### config.mk
export PLATFORM = sky130hd
export DESIGN_NAME = instruction_decode_front_end
export DESIGN_NICKNAME = d
export VERILOG_FILES = /design/src/rtl/front_end_pkg.sv /design/src/rtl/shift_ctl_if.sv /design/src/rtl/ones_comp_add15.sv /design/src/rtl/shift_counter.sv /design/src/rtl/instruction_decode_front_end.sv
export SDC_FILE = /design/constraint.sdc
export NUM_CORES = 1
export LEC_CHECK = 0
export BUFFER_PORTS_ARGS = -buffer_cell sky130_fd_sc_hd__buf_2
export CAP_MARGIN = 20
export CORE_ASPECT_RATIO = 0.7
export CORE_MARGIN = 3
export CORE_UTILIZATION = 35
export CTS_BUF_LIST = sky130_fd_sc_hd__clkbuf_4
export DETAILED_ROUTE_END_ITERATION = 10
export GPL_TIMING_DRIVEN = 0
export PLACE_DENSITY = 0.56
export SYNTH_ARGS = -nofsm -noshare
export SYNTH_HDL_FRONTEND = slang
export SYNTH_SLANG_ARGS = --single-unit
### constraint.sdc
create_clock -name core_clk -period 7.3 [get_ports core_clk]
set_input_delay 1.095 -clock core_clk [delete_from_list [all_inputs] [get_ports core_clk]]
set_output_delay 1.095 -clock core_clk [all_outputs]
set_load 0.005 [all_outputs]
### src/rtl/front_end_pkg.sv
/*
  Shared constants of the instruction decode front end: word and field
  layout, operand modes, index operations, reset values and counts.
  Assumes nothing of its surroundings.
*/
package front_end_pkg;
  localparam int WORD_W = 30;
  localparam int ADDR_W = 15;
  localparam int OPC_W  = 6;
  localparam int FLD_W  = 3;
  localparam int SHC_W  = 6;

  // field positions, most significant first
  localparam int OPC_LSB  = 24;
  localparam int SKIP_LSB = 21;
  localparam int MODE_LSB = 18;
  localparam int IDX_LSB  = 15;
  localparam int LOC_LSB  = 0;

  localparam logic [OPC_W-1:0] OPC_FAULT_LO = 6'h00;
  localparam logic [OPC_W-1:0] OPC_FAULT_HI = 6'h3f;

  localparam logic [SHC_W-1:0] SHIFT_MAX    = 6'h3f;
  localparam logic [SHC_W-1:0] MULDIV_STEPS = 6'h1e;
  localparam logic [SHC_W-1:0] SHC_RST      = 6'h00;

  localparam logic [WORD_W-1:0] WORD_RST = 30'h00000000;
  localparam logic [ADDR_W-1:0] ADDR_RST = 15'h0000;
  localparam logic [ADDR_W-1:0] ADDR_ONE = 15'h0001;

  typedef enum logic [2:0] {
    MODE_U_LOW  = 3'h0,
    MODE_Z_LOW  = 3'h1,
    MODE_Z_HIGH = 3'h2,
    MODE_Z_FULL = 3'h3,
    MODE_U_SEXT = 3'h4,
    MODE_Z_LSX  = 3'h5,
    MODE_Z_HSX  = 3'h6,
    MODE_SUM    = 3'h7
  } operand_mode_t;

  typedef enum logic [1:0] {
    IDX_LOAD = 2'h0,
    IDX_INC  = 2'h1,
    IDX_CPL  = 2'h2,
    IDX_READ = 2'h3
  } index_op_t;
endpackage : front_end_pkg

### src/rtl/shift_ctl_if.sv
/*
  Control and status between the front end and its shift counter.
  Assumes both ends share core_clk.
*/
`timescale 1ns/1ps
interface shift_ctl_if;
  logic                            load;
  logic [front_end_pkg::SHC_W-1:0] loadVal;
  logic                            step;
  logic [front_end_pkg::SHC_W-1:0] count;
  logic                            zero;

  modport ctrl (output load, output loadVal, output step, input count, input zero);
  modport cnt  (input load, input loadVal, input step, output count, output zero);
endinterface : shift_ctl_if

### src/rtl/ones_comp_add15.sv
/*
  15-bit ones'-complement adder with end-around carry (modulus 2^15-1).
  Assumes purely combinational use by the caller.
*/
`timescale 1ns/1ps
module ones_comp_add15 (
  // operands
  input  wire logic [front_end_pkg::ADDR_W-1:0] a,
  input  wire logic [front_end_pkg::ADDR_W-1:0] b,
  // result
  output wire logic [front_end_pkg::ADDR_W-1:0] sum
);
  wire logic [front_end_pkg::ADDR_W:0] raw;
  assign raw = {1'b0, a} + {1'b0, b};
  // end-around carry cannot ripple out again: max is 7ffe + 1
  assign sum = raw[front_end_pkg::ADDR_W-1:0]
             + {{(front_end_pkg::ADDR_W-1){1'b0}}, raw[front_end_pkg::ADDR_W]};
endmodule : ones_comp_add15

### src/rtl/shift_counter.sv
/*
  Six-bit shift step counter with load, step-down and registered zero flag.
  Assumes control from the front end on the same clock.
*/
`timescale 1ns/1ps
module shift_counter (
  // clock and reset
  input  wire logic core_clk,
  input  wire logic rst,
  // control
  shift_ctl_if.cnt  sc
);
  logic [front_end_pkg::SHC_W-1:0] count_q;
  logic                            zero_q;
  wire logic [front_end_pkg::SHC_W-1:0] count_d;

  // stepping an empty counter is ignored, it never wraps to 63
  assign count_d = sc.load ? sc.loadVal
                 : (sc.step && !zero_q) ? count_q - 6'h01 : count_q;

  always_ff @(posedge core_clk) begin
    if (rst) begin
      count_q <= front_end_pkg::SHC_RST;
      zero_q  <= 1'b1;
    end else begin
      count_q <= count_d;
      zero_q  <= (count_d == front_end_pkg::SHC_RST);
    end
  end

  assign sc.count = count_q;
  assign sc.zero  = zero_q;
endmodule : shift_counter

### src/rtl/instruction_decode_front_end.sv
/*
  Instruction decode and operand fetch front end: holds the instruction,
  indexes the operand address, runs one core storage access, shapes the
  operand and evaluates the skip condition.
  Assumes storage and arithmetic registers on core_clk; sense data is
  valid in the same cycle as the read strobe.
*/
// Summary of operation
// - 30-bit operand register complements, never shifts, holds operand through arithmetic.
// - sum and multiplier registers exchange data only via the operand register.
// - six-bit shift counter counts shifts, largest count 63.
// - multiply and divide preload the shift counter with 30, step to zero.
// - storage address latch loaded at access start, decoded to selection lines.
// - read half clears read buffer, then samples sense amplifiers into it.
// - write half drives inhibit lines from read buffer, restoring the word.
// - instruction held whole execution; fields decoded from fixed bit positions.
// - low 15 instruction bits add ones'-complement with end-around carry.
// - selected index register added to address bits before execution.
// - index transfers pass a 15-bit link latch that complements and counts.
// - fields: opcode 6, skip 3, operand mode 3, index 3, location 15.
// - first step adds index register chosen by index select to location.
// - second step normally reads storage at modified address into read buffer.
// - third step moves read buffer to operand register shaped by mode.
// - then operational registers update and next fetch follows skip condition.
// - opcodes 00 and 77 halt computation and light the fault indicator.
// - skip condition 0 never skips, 1 always skips.
// - skip condition 2 skips on multiplier positive, 3 on negative.
// - skip condition 4 skips on sum zero, 5 on nonzero.
// - skip condition 6 skips on sum positive, 7 on negative.
// - during repeat, skip condition decides when repeat mode ends.
// - read with mode 3 loads all 30 read buffer bits unchanged.
`timescale 1ns/1ps
module instruction_decode_front_end (
  // clock and reset
  input  wire logic                                core_clk,
  input  wire logic                                rst,
  // instruction entry
  input  wire logic                                instrValid,
  input  wire logic [front_end_pkg::WORD_W-1:0]    instrWord,
  input  wire logic                                repeatActive,
  // arithmetic side
  input  wire logic [front_end_pkg::WORD_W-1:0]    sumReg,
  input  wire logic [front_end_pkg::WORD_W-1:0]    multReg,
  input  wire logic                                arithLoad,
  input  wire logic [front_end_pkg::WORD_W-1:0]    arithData,
  input  wire logic                                operandCpl,
  // shift control
  input  wire logic                                shiftLoad,
  input  wire logic [front_end_pkg::SHC_W-1:0]     shiftLoadVal,
  input  wire logic                                mulDivStart,
  input  wire logic                                shiftStep,
  // index register access
  input  wire logic                                idxReq,
  input  wire front_end_pkg::index_op_t            idxOp,
  input  wire logic [front_end_pkg::FLD_W-1:0]     idxSel,
  input  wire logic [front_end_pkg::ADDR_W-1:0]    idxData,
  // core storage
  input  wire logic [front_end_pkg::WORD_W-1:0]    senseData,
  output logic      [front_end_pkg::ADDR_W-1:0]    memAddr,
  output logic                                     memRead,
  output logic                                     memWrite,
  output logic      [front_end_pkg::WORD_W-1:0]    inhibitData,
  // decoded fields
  output logic      [front_end_pkg::OPC_W-1:0]     opCode,
  output logic      [front_end_pkg::FLD_W-1:0]     skipCond,
  output logic      [front_end_pkg::FLD_W-1:0]     operandMode,
  output logic      [front_end_pkg::FLD_W-1:0]     indexSel,
  output logic      [front_end_pkg::ADDR_W-1:0]    operandLoc,
  // results and status
  output logic      [front_end_pkg::WORD_W-1:0]    operandOut,
  output logic                                     operandReady,
  output logic                                     skipNext,
  output logic                                     repeatExit,
  output logic                                     busy,
  output logic                                     fault,
  output logic      [front_end_pkg::ADDR_W-1:0]    idxLink,
  output logic      [front_end_pkg::SHC_W-1:0]     shiftCount,
  output logic                                     shiftZero
);
  localparam int AW = front_end_pkg::ADDR_W;
  localparam int WW = front_end_pkg::WORD_W;

  typedef enum logic [3:0] {
    ST_IDLE   = 4'h0,
    ST_MODIFY = 4'h1,
    ST_ADDIDX = 4'h2,
    ST_ADDR   = 4'h3,
    ST_RDCLR  = 4'h4,
    ST_RDSAMP = 4'h5,
    ST_WRBACK = 4'h6,
    ST_XFER   = 4'h7,
    ST_SKIP   = 4'h8,
    ST_FAULT  = 4'h9,
    ST_IXOP   = 4'ha,
    ST_IXWR   = 4'hb
  } state_t;

  state_t            state_q;
  state_t            state_d;
  logic [WW-1:0]     cmd_q;
  logic [WW-1:0]     operand_q;
  logic [WW-1:0]     readBuf_q;
  logic [AW-1:0]     addrLatch_q;
  logic [AW-1:0]     link_q;
  logic [AW-1:0]     index_q [1:7];
  logic [2:0]        ixSel_q;
  logic [1:0]        ixOp_q;
  logic              memRead_q;
  logic              memWrite_q;
  logic              ready_q;
  logic              skip_q;
  logic              repExit_q;
  logic              fault_q;

  shift_ctl_if sc ();

  shift_counter u_shift (
    .core_clk (core_clk),
    .rst      (rst),
    .sc       (sc)
  );

  // preset for multiply/divide takes priority over an explicit load
  assign sc.load    = mulDivStart || shiftLoad;
  assign sc.loadVal = mulDivStart ? front_end_pkg::MULDIV_STEPS : shiftLoadVal;
  assign sc.step    = shiftStep && !sc.load;

  // fixed field positions of the held instruction
  wire logic [front_end_pkg::OPC_W-1:0] fOpc;
  wire logic [2:0]                      fSkip;
  wire logic [2:0]                      fMode;
  wire logic [2:0]                      fIdx;
  wire logic [AW-1:0]                   fLoc;
  assign fOpc  = cmd_q[front_end_pkg::OPC_LSB +: front_end_pkg::OPC_W];
  assign fSkip = cmd_q[front_end_pkg::SKIP_LSB +: front_end_pkg::FLD_W];
  assign fMode = cmd_q[front_end_pkg::MODE_LSB +: front_end_pkg::FLD_W];
  assign fIdx  = cmd_q[front_end_pkg::IDX_LSB +: front_end_pkg::FLD_W];
  assign fLoc  = cmd_q[front_end_pkg::LOC_LSB +: AW];

  wire logic isFault;
  wire logic needsRead;
  assign isFault = (fOpc == front_end_pkg::OPC_FAULT_LO)
                || (fOpc == front_end_pkg::OPC_FAULT_HI);
  // modes 0, 4 and 7 take no operand from storage
  assign needsRead = !(fMode == front_end_pkg::MODE_U_LOW
                    || fMode == front_end_pkg::MODE_U_SEXT
                    || fMode == front_end_pkg::MODE_SUM);

  // address modification and link counting share one adder style
  wire logic [AW-1:0] modLoc;
  wire logic [AW-1:0] linkInc;
  ones_comp_add15 u_addmod (
    .a   (fLoc),
    .b   (link_q),
    .sum (modLoc)
  );
  ones_comp_add15 u_addinc (
    .a   (link_q),
    .b   (front_end_pkg::ADDR_ONE),
    .sum (linkInc)
  );

  wire logic [AW-1:0] idxValue;
  assign idxValue = (fIdx == 3'h0) ? front_end_pkg::ADDR_RST : index_q[fIdx];

  // operand shaping, clear-then-transmit folded into one load
  wire logic [AW-1:0] lowSrc;
  wire logic          sext;
  wire logic [WW-1:0] shaped;
  assign lowSrc = (fMode == front_end_pkg::MODE_U_LOW || fMode == front_end_pkg::MODE_U_SEXT)
                ? fLoc
                : (fMode == front_end_pkg::MODE_Z_HIGH || fMode == front_end_pkg::MODE_Z_HSX)
                ? readBuf_q[WW-1:AW] : readBuf_q[AW-1:0];
  assign sext   = (fMode == front_end_pkg::MODE_U_SEXT || fMode == front_end_pkg::MODE_Z_LSX
                || fMode == front_end_pkg::MODE_Z_HSX) && lowSrc[AW-1];
  assign shaped = (fMode == front_end_pkg::MODE_Z_FULL) ? readBuf_q
                : (fMode == front_end_pkg::MODE_SUM) ? sumReg
                : {{AW{sext}}, lowSrc};

  // skip condition, sign in the top bit
  wire logic multNeg;
  wire logic sumNeg;
  wire logic sumZero;
  wire logic skipHit;
  assign multNeg = multReg[WW-1];
  assign sumNeg  = sumReg[WW-1];
  assign sumZero = (sumReg == front_end_pkg::WORD_RST);
  assign skipHit = (fSkip == 3'h0) ? 1'b0
                 : (fSkip == 3'h1) ? 1'b1
                 : (fSkip == 3'h2) ? !multNeg
                 : (fSkip == 3'h3) ? multNeg
                 : (fSkip == 3'h4) ? sumZero
                 : (fSkip == 3'h5) ? !sumZero
                 : (fSkip == 3'h6) ? !sumNeg
                 : sumNeg;

  always_comb begin
    state_d = state_q;
    unique case (state_q)
      ST_IDLE: begin
        if (instrValid) begin
          state_d = ST_MODIFY;
        end else if (idxReq) begin
          state_d = (idxOp == front_end_pkg::IDX_LOAD) ? ST_IXWR : ST_IXOP;
        end
      end
      ST_MODIFY: state_d = ST_ADDIDX;
      ST_ADDIDX: state_d = isFault ? ST_FAULT : (needsRead ? ST_ADDR : ST_XFER);
      ST_ADDR:   state_d = ST_RDCLR;
      ST_RDCLR:  state_d = ST_RDSAMP;
      ST_RDSAMP: state_d = ST_WRBACK;
      ST_WRBACK: state_d = ST_XFER;
      ST_XFER:   state_d = ST_SKIP;
      ST_SKIP:   state_d = ST_IDLE;
      ST_FAULT:  state_d = ST_FAULT;
      ST_IXOP:   state_d = ST_IXWR;
      ST_IXWR:   state_d = ST_IDLE;
      default:   state_d = ST_IDLE;
    endcase
  end

  always_ff @(posedge core_clk) begin
    if (rst) begin
      state_q <= ST_IDLE;
    end else begin
      state_q <= state_d;
    end
  end

  // instruction hold: loaded once, only the address part is rewritten
  always_ff @(posedge core_clk) begin
    if (rst) begin
      cmd_q <= front_end_pkg::WORD_RST;
    end else if (state_q == ST_IDLE && instrValid) begin
      cmd_q <= instrWord;
    end else if (state_q == ST_ADDIDX) begin
      cmd_q[AW-1:0] <= modLoc;
    end
  end

  // link latch: every index transfer passes here
  always_ff @(posedge core_clk) begin
    if (rst) begin
      link_q  <= front_end_pkg::ADDR_RST;
      ixSel_q <= 3'h0;
      ixOp_q  <= front_end_pkg::IDX_LOAD;
    end else if (state_q == ST_IDLE && !instrValid && idxReq) begin
      ixSel_q <= idxSel;
      ixOp_q  <= idxOp;
      link_q  <= (idxOp == front_end_pkg::IDX_LOAD) ? idxData
               : (idxSel == 3'h0) ? front_end_pkg::ADDR_RST : index_q[idxSel];
    end else if (state_q == ST_IXOP) begin
      if (ixOp_q == front_end_pkg::IDX_INC) begin
        link_q <= linkInc;
      end else if (ixOp_q == front_end_pkg::IDX_CPL) begin
        link_q <= ~link_q;
      end
    end else if (state_q == ST_MODIFY) begin
      link_q <= idxValue;
    end
  end

  // index 0 means no modification and is not stored
  always_ff @(posedge core_clk) begin
    if (rst) begin
      for (int i = 1; i <= 7; i++) begin
        index_q[i] <= front_end_pkg::ADDR_RST;
      end
    end else if (state_q == ST_IXWR && ixSel_q != 3'h0) begin
      index_q[ixSel_q] <= link_q;
    end
  end

  // storage access: address latch, read buffer, strobes
  always_ff @(posedge core_clk) begin
    if (rst) begin
      addrLatch_q <= front_end_pkg::ADDR_RST;
      readBuf_q   <= front_end_pkg::WORD_RST;
      memRead_q   <= 1'b0;
      memWrite_q  <= 1'b0;
    end else begin
      memRead_q  <= (state_q == ST_RDCLR);
      memWrite_q <= (state_q == ST_RDSAMP);
      if (state_q == ST_ADDR) begin
        addrLatch_q <= fLoc;
      end
      if (state_q == ST_RDCLR) begin
        readBuf_q <= front_end_pkg::WORD_RST;
      end else if (state_q == ST_RDSAMP) begin
        readBuf_q <= senseData;
      end else if (state_q == ST_SKIP) begin
        readBuf_q <= front_end_pkg::WORD_RST;
      end
    end
  end

  // operand register: the only path to and from the arithmetic side
  always_ff @(posedge core_clk) begin
    if (rst) begin
      operand_q <= front_end_pkg::WORD_RST;
    end else if (state_q == ST_XFER) begin
      operand_q <= shaped;
    end else if (state_q == ST_IDLE && arithLoad) begin
      operand_q <= arithData;
    end else if (state_q == ST_IDLE && operandCpl) begin
      operand_q <= ~operand_q;
    end
  end

  always_ff @(posedge core_clk) begin
    if (rst) begin
      ready_q   <= 1'b0;
      skip_q    <= 1'b0;
      repExit_q <= 1'b0;
      fault_q   <= 1'b0;
    end else begin
      ready_q   <= (state_q == ST_SKIP);
      repExit_q <= (state_q == ST_SKIP) && repeatActive && skipHit;
      if (state_q == ST_SKIP) begin
        skip_q <= skipHit;
      end
      if (state_q == ST_ADDIDX && isFault) begin
        fault_q <= 1'b1;
      end
    end
  end

  assign memAddr      = addrLatch_q;
  assign memRead      = memRead_q;
  assign memWrite     = memWrite_q;
  assign inhibitData  = readBuf_q;
  assign opCode       = fOpc;
  assign skipCond     = fSkip;
  assign operandMode  = fMode;
  assign indexSel     = fIdx;
  assign operandLoc   = fLoc;
  assign operandOut   = operand_q;
  assign operandReady = ready_q;
  assign skipNext     = skip_q;
  assign repeatExit   = repExit_q;
  assign busy         = (state_q != ST_IDLE);
  assign fault        = fault_q;
  assign idxLink      = link_q;
  assign shiftCount   = sc.count;
  assign shiftZero    = sc.zero;
endmodule : instruction_decode_front_end

==> run_results.csv <==
group,metric,value,unit
synth,ys.flop_type,"dfxtp_1",
sta,rsz0062_at_grt,"false",
pwr,p_per_area,342,nW/um^2
synth,syn_inst,1564,
pwr,total_power,6.23,mW
synth,ys_async_sr_fraction,0,%
clock_tree,cts_resized,0,
synth,synth.most_common_cell,"nand2_1",
sta,skew,0.0768,ns
clock_tree,cts-root-buf,"clkbuf_4",
sta,relSlewSlack,21.0,%
clock_tree,cts-htree-levels,3,
global_route,grt_overflow_total,0,
placed_design,dp.cells,2412,
sta,drv_slew,0,
synth,synth.distinct_cells,85,
global_route,antenna_found_initial,11,
placed_design,detailed_place_hpwl,51500,um
sta,fin_ws,2.89,ns
synth,ys_seq_elements,265,
sta,fmax,227,MHz
clock_tree,cts_tree,"built",
global_route,grt_pass1_vias,14000,
clock_tree,clock-sinks,265,
placed_design,dp_slack,3.06,ns
sta,fin_crit,4.41,ns
die,placementRows,62,
sta,setup_viol,0,
run_status,status,"finished clean",
global_route,grt_max_degree,16,
cells_and_area,layout-drive-gt1-share,25.7,%
worst_setup_path,cp-start-kind,"flip-flop",
synth,synth.area.top_cells,"edfxtp_1, dfxtp_1, mux4_2, a21oi_1, and2_1",
worst_setup_path,reg2regPathDepth,14,
clock_tree,cts_buffer_depth,3,
die,core,41700,um^2
clock_tree,clock_latency,0.79,ns
clock_tree,cts_inserted_buffers,71,
cells_and_area,final_cells,2551,
clock_tree,postCtsHoldBufs,0,
detailed_routing,drt_pre_antenna_iters,6,
synth,syn_area,15000,um^2
global_route,grt_pass1_wl,93900,um
synth,syn_area_per_cell,9.62,um^2
detailed_routing,viasPerCell,5.90,
synth,synth_edf_count,120,
sta,hold_violations,0,
synth,synth_seq_area_share,43.3,%
placed_design,port_buffers,288,
detailed_routing,avgRoutedWirePerCell,25.8,um
cells_and_area,nets,2152,
detailed_routing,finalWirelength,65700,um
worst_hold_path,min_path_cells,2,
synth,synth_top_area_share,24.0,%
cells_and_area,syn2layout_area_growth,21.1,%
worst_setup_path,crit_arrival,5.04,ns
die,die_h,179,um
pwr,leakage,7.18,nW
clock_tree,cts_setup_buffers,0,
synth,yosys.area.top_type,"edfxtp_1",
worst_setup_path,cp_max_fo,10,
placed_design,gp_congestion,0.969,
sta,tightestPinTransition,1.17,ns
synth,synth.top_cells.by_count,"nand2_1, a21oi_1, dfxtp_1",
worst_setup_path,criticalPathCategory,"flip-flop to flip-flop",
worst_setup_path,endpoint_kind,"flip-flop",
synth,yosys_warnings,0,
global_route,grt_usage,27.9,%
worst_hold_path,hp-class,"flip-flop to flip-flop",
cells_and_area,final_util,43.6,%
clock_tree,clk_pin_slew,0.06,ns
detailed_routing,drc,0,
sta,fin_crit_sh,60.5,%
sta,finalSetupTns,0,ns
die,ios,320,
worst_setup_path,cp.required,7.93,ns
die,die_area,45500,um^2
die,die_x,254,um
pwr,vdd_drop_max,0.127,mV
die,initial_core_util,36.0,%
detailed_routing,vias,15000,
job,max-cap-violations,0,
detailed_routing,drtIter0Drc,1665,
detailed_routing,ant_nets,0,
[registers in the layout (all words and copies together), names as in the netlist, 2 cells and up, named ones only]
signal	cells
ixSel_q	3
ixOp_q	2
inhibitData	30
memAddr	15
operandOut	30
idxLink	15
state_q	4
cmd_q	30
u_shift.sc.count	6
index_q	120
[per-layer routing]
metal / track usage, % / up-vias / wire length [um]
li1: - / 6668 / -
met4: 8.20 / 0 / 1720
met2: 38.4 / 855 / 27000
met3: 8.32 / 130 / 7070
met1: 41.7 / 7388 / 29900
met5: 0 / - / 0
[report_power, final]
part	switching (mW)	internal [mW]
sequential	0.347	1.79
combinational	1.71	1.00
clock	0.670	0.712
[cell usage in the layout (no fill, tap or decap), drive strengths merged, types with 18 or more instances in the layout]
master and n:
nor2b 26, o211ai 18, nor2 116, edfxtp 120
ha 22, a21oi 151, nor4 25, a22oi 47
nand3 18, a211oi 30, nor3 38, mux2i 27
xnor2 26, dfxtp 145, a221oi 27, mux4 45
clkbuf 217, nand2 154, buf 305, mux2 20
and2 102, o21ai 64
[final cells by class]
cell class,instances,area (um^2)
Timing Repair Buffer,292,1480
Multi-Input combinational cell,1176,8050
Fill cell,4214,23500
Inverter,15,56.3
Clock inverter,20,116
Tap cell,544,681
Sequential cell,265,6510
Antenna cell,9,22.5
Clock buffer,108,811
Buffer,122,489
[kinds of logic after synthesis]
| kind of cell | share of synthesized area [%] |
|---|---|
| AOI/OAI and AO/OA | 20.0 |
| xor gates and xnor gates | 2.20 |
| adders and majority gates | 2.03 |
| buffers and inverters | 3.63 |
| DFF | 43.3 |
| muxes | 10.1 |
| other | 0.0249 |
| and+or+nand+nor | 18.8 |
[final timing paths]
| path | startpoint | to | slack [ns] |
|---|---|---|---|
| hold reg to reg | memAddr[5]$_SDFFE_PP0P_ | memAddr[5]$_SDFFE_PP0P_ | 0.45 |
| setup / recovery | idxLink[5]$_SDFFE_PP0P_ | cmd_q[14]$_SDFFE_PP0P_ | 2.89 |
| hold / removal | memAddr[5]$_SDFFE_PP0P_ | memAddr[5]$_SDFFE_PP0P_ | 0.45 |
| setup reg to reg | idxLink[5]$_SDFFE_PP0P_ | cmd_q[14]$_SDFFE_PP0P_ | 2.89 |
[worst max-delay path: stages (launching register included)]
cell and delay [ns]:
dfxtp_1 0.84, ha_1 0.34, a21oi_1 0.09, o21ai_1 0.30, a2111oi_4 0.13, o31ai_1 0.30
a21o_1 0.16, a21o_1 0.21, ha_1 0.20, ha_1 0.16, and2_1 0.16, nand4_1 0.30
nor4_1 0.61, a21oi_1 0.14, or3b_1 0.36
[through the flow]
| stage | hold slack, ns | cell area [um^2] |
|---|---|---|
| 3_3_place_gp | 0.440 | 17200 |
| 5_1_grt | 0.468 | 18200 |
| 3_5_place_dp | 0.445 | 17300 |
| 6_report | 0.452 | 18200 |
| 4_1_cts | 0.453 | 18200 |
| 2_1_floorplan | 0.436 | 15100 |
Note: power is estimated with default switching activity, not from simulation.
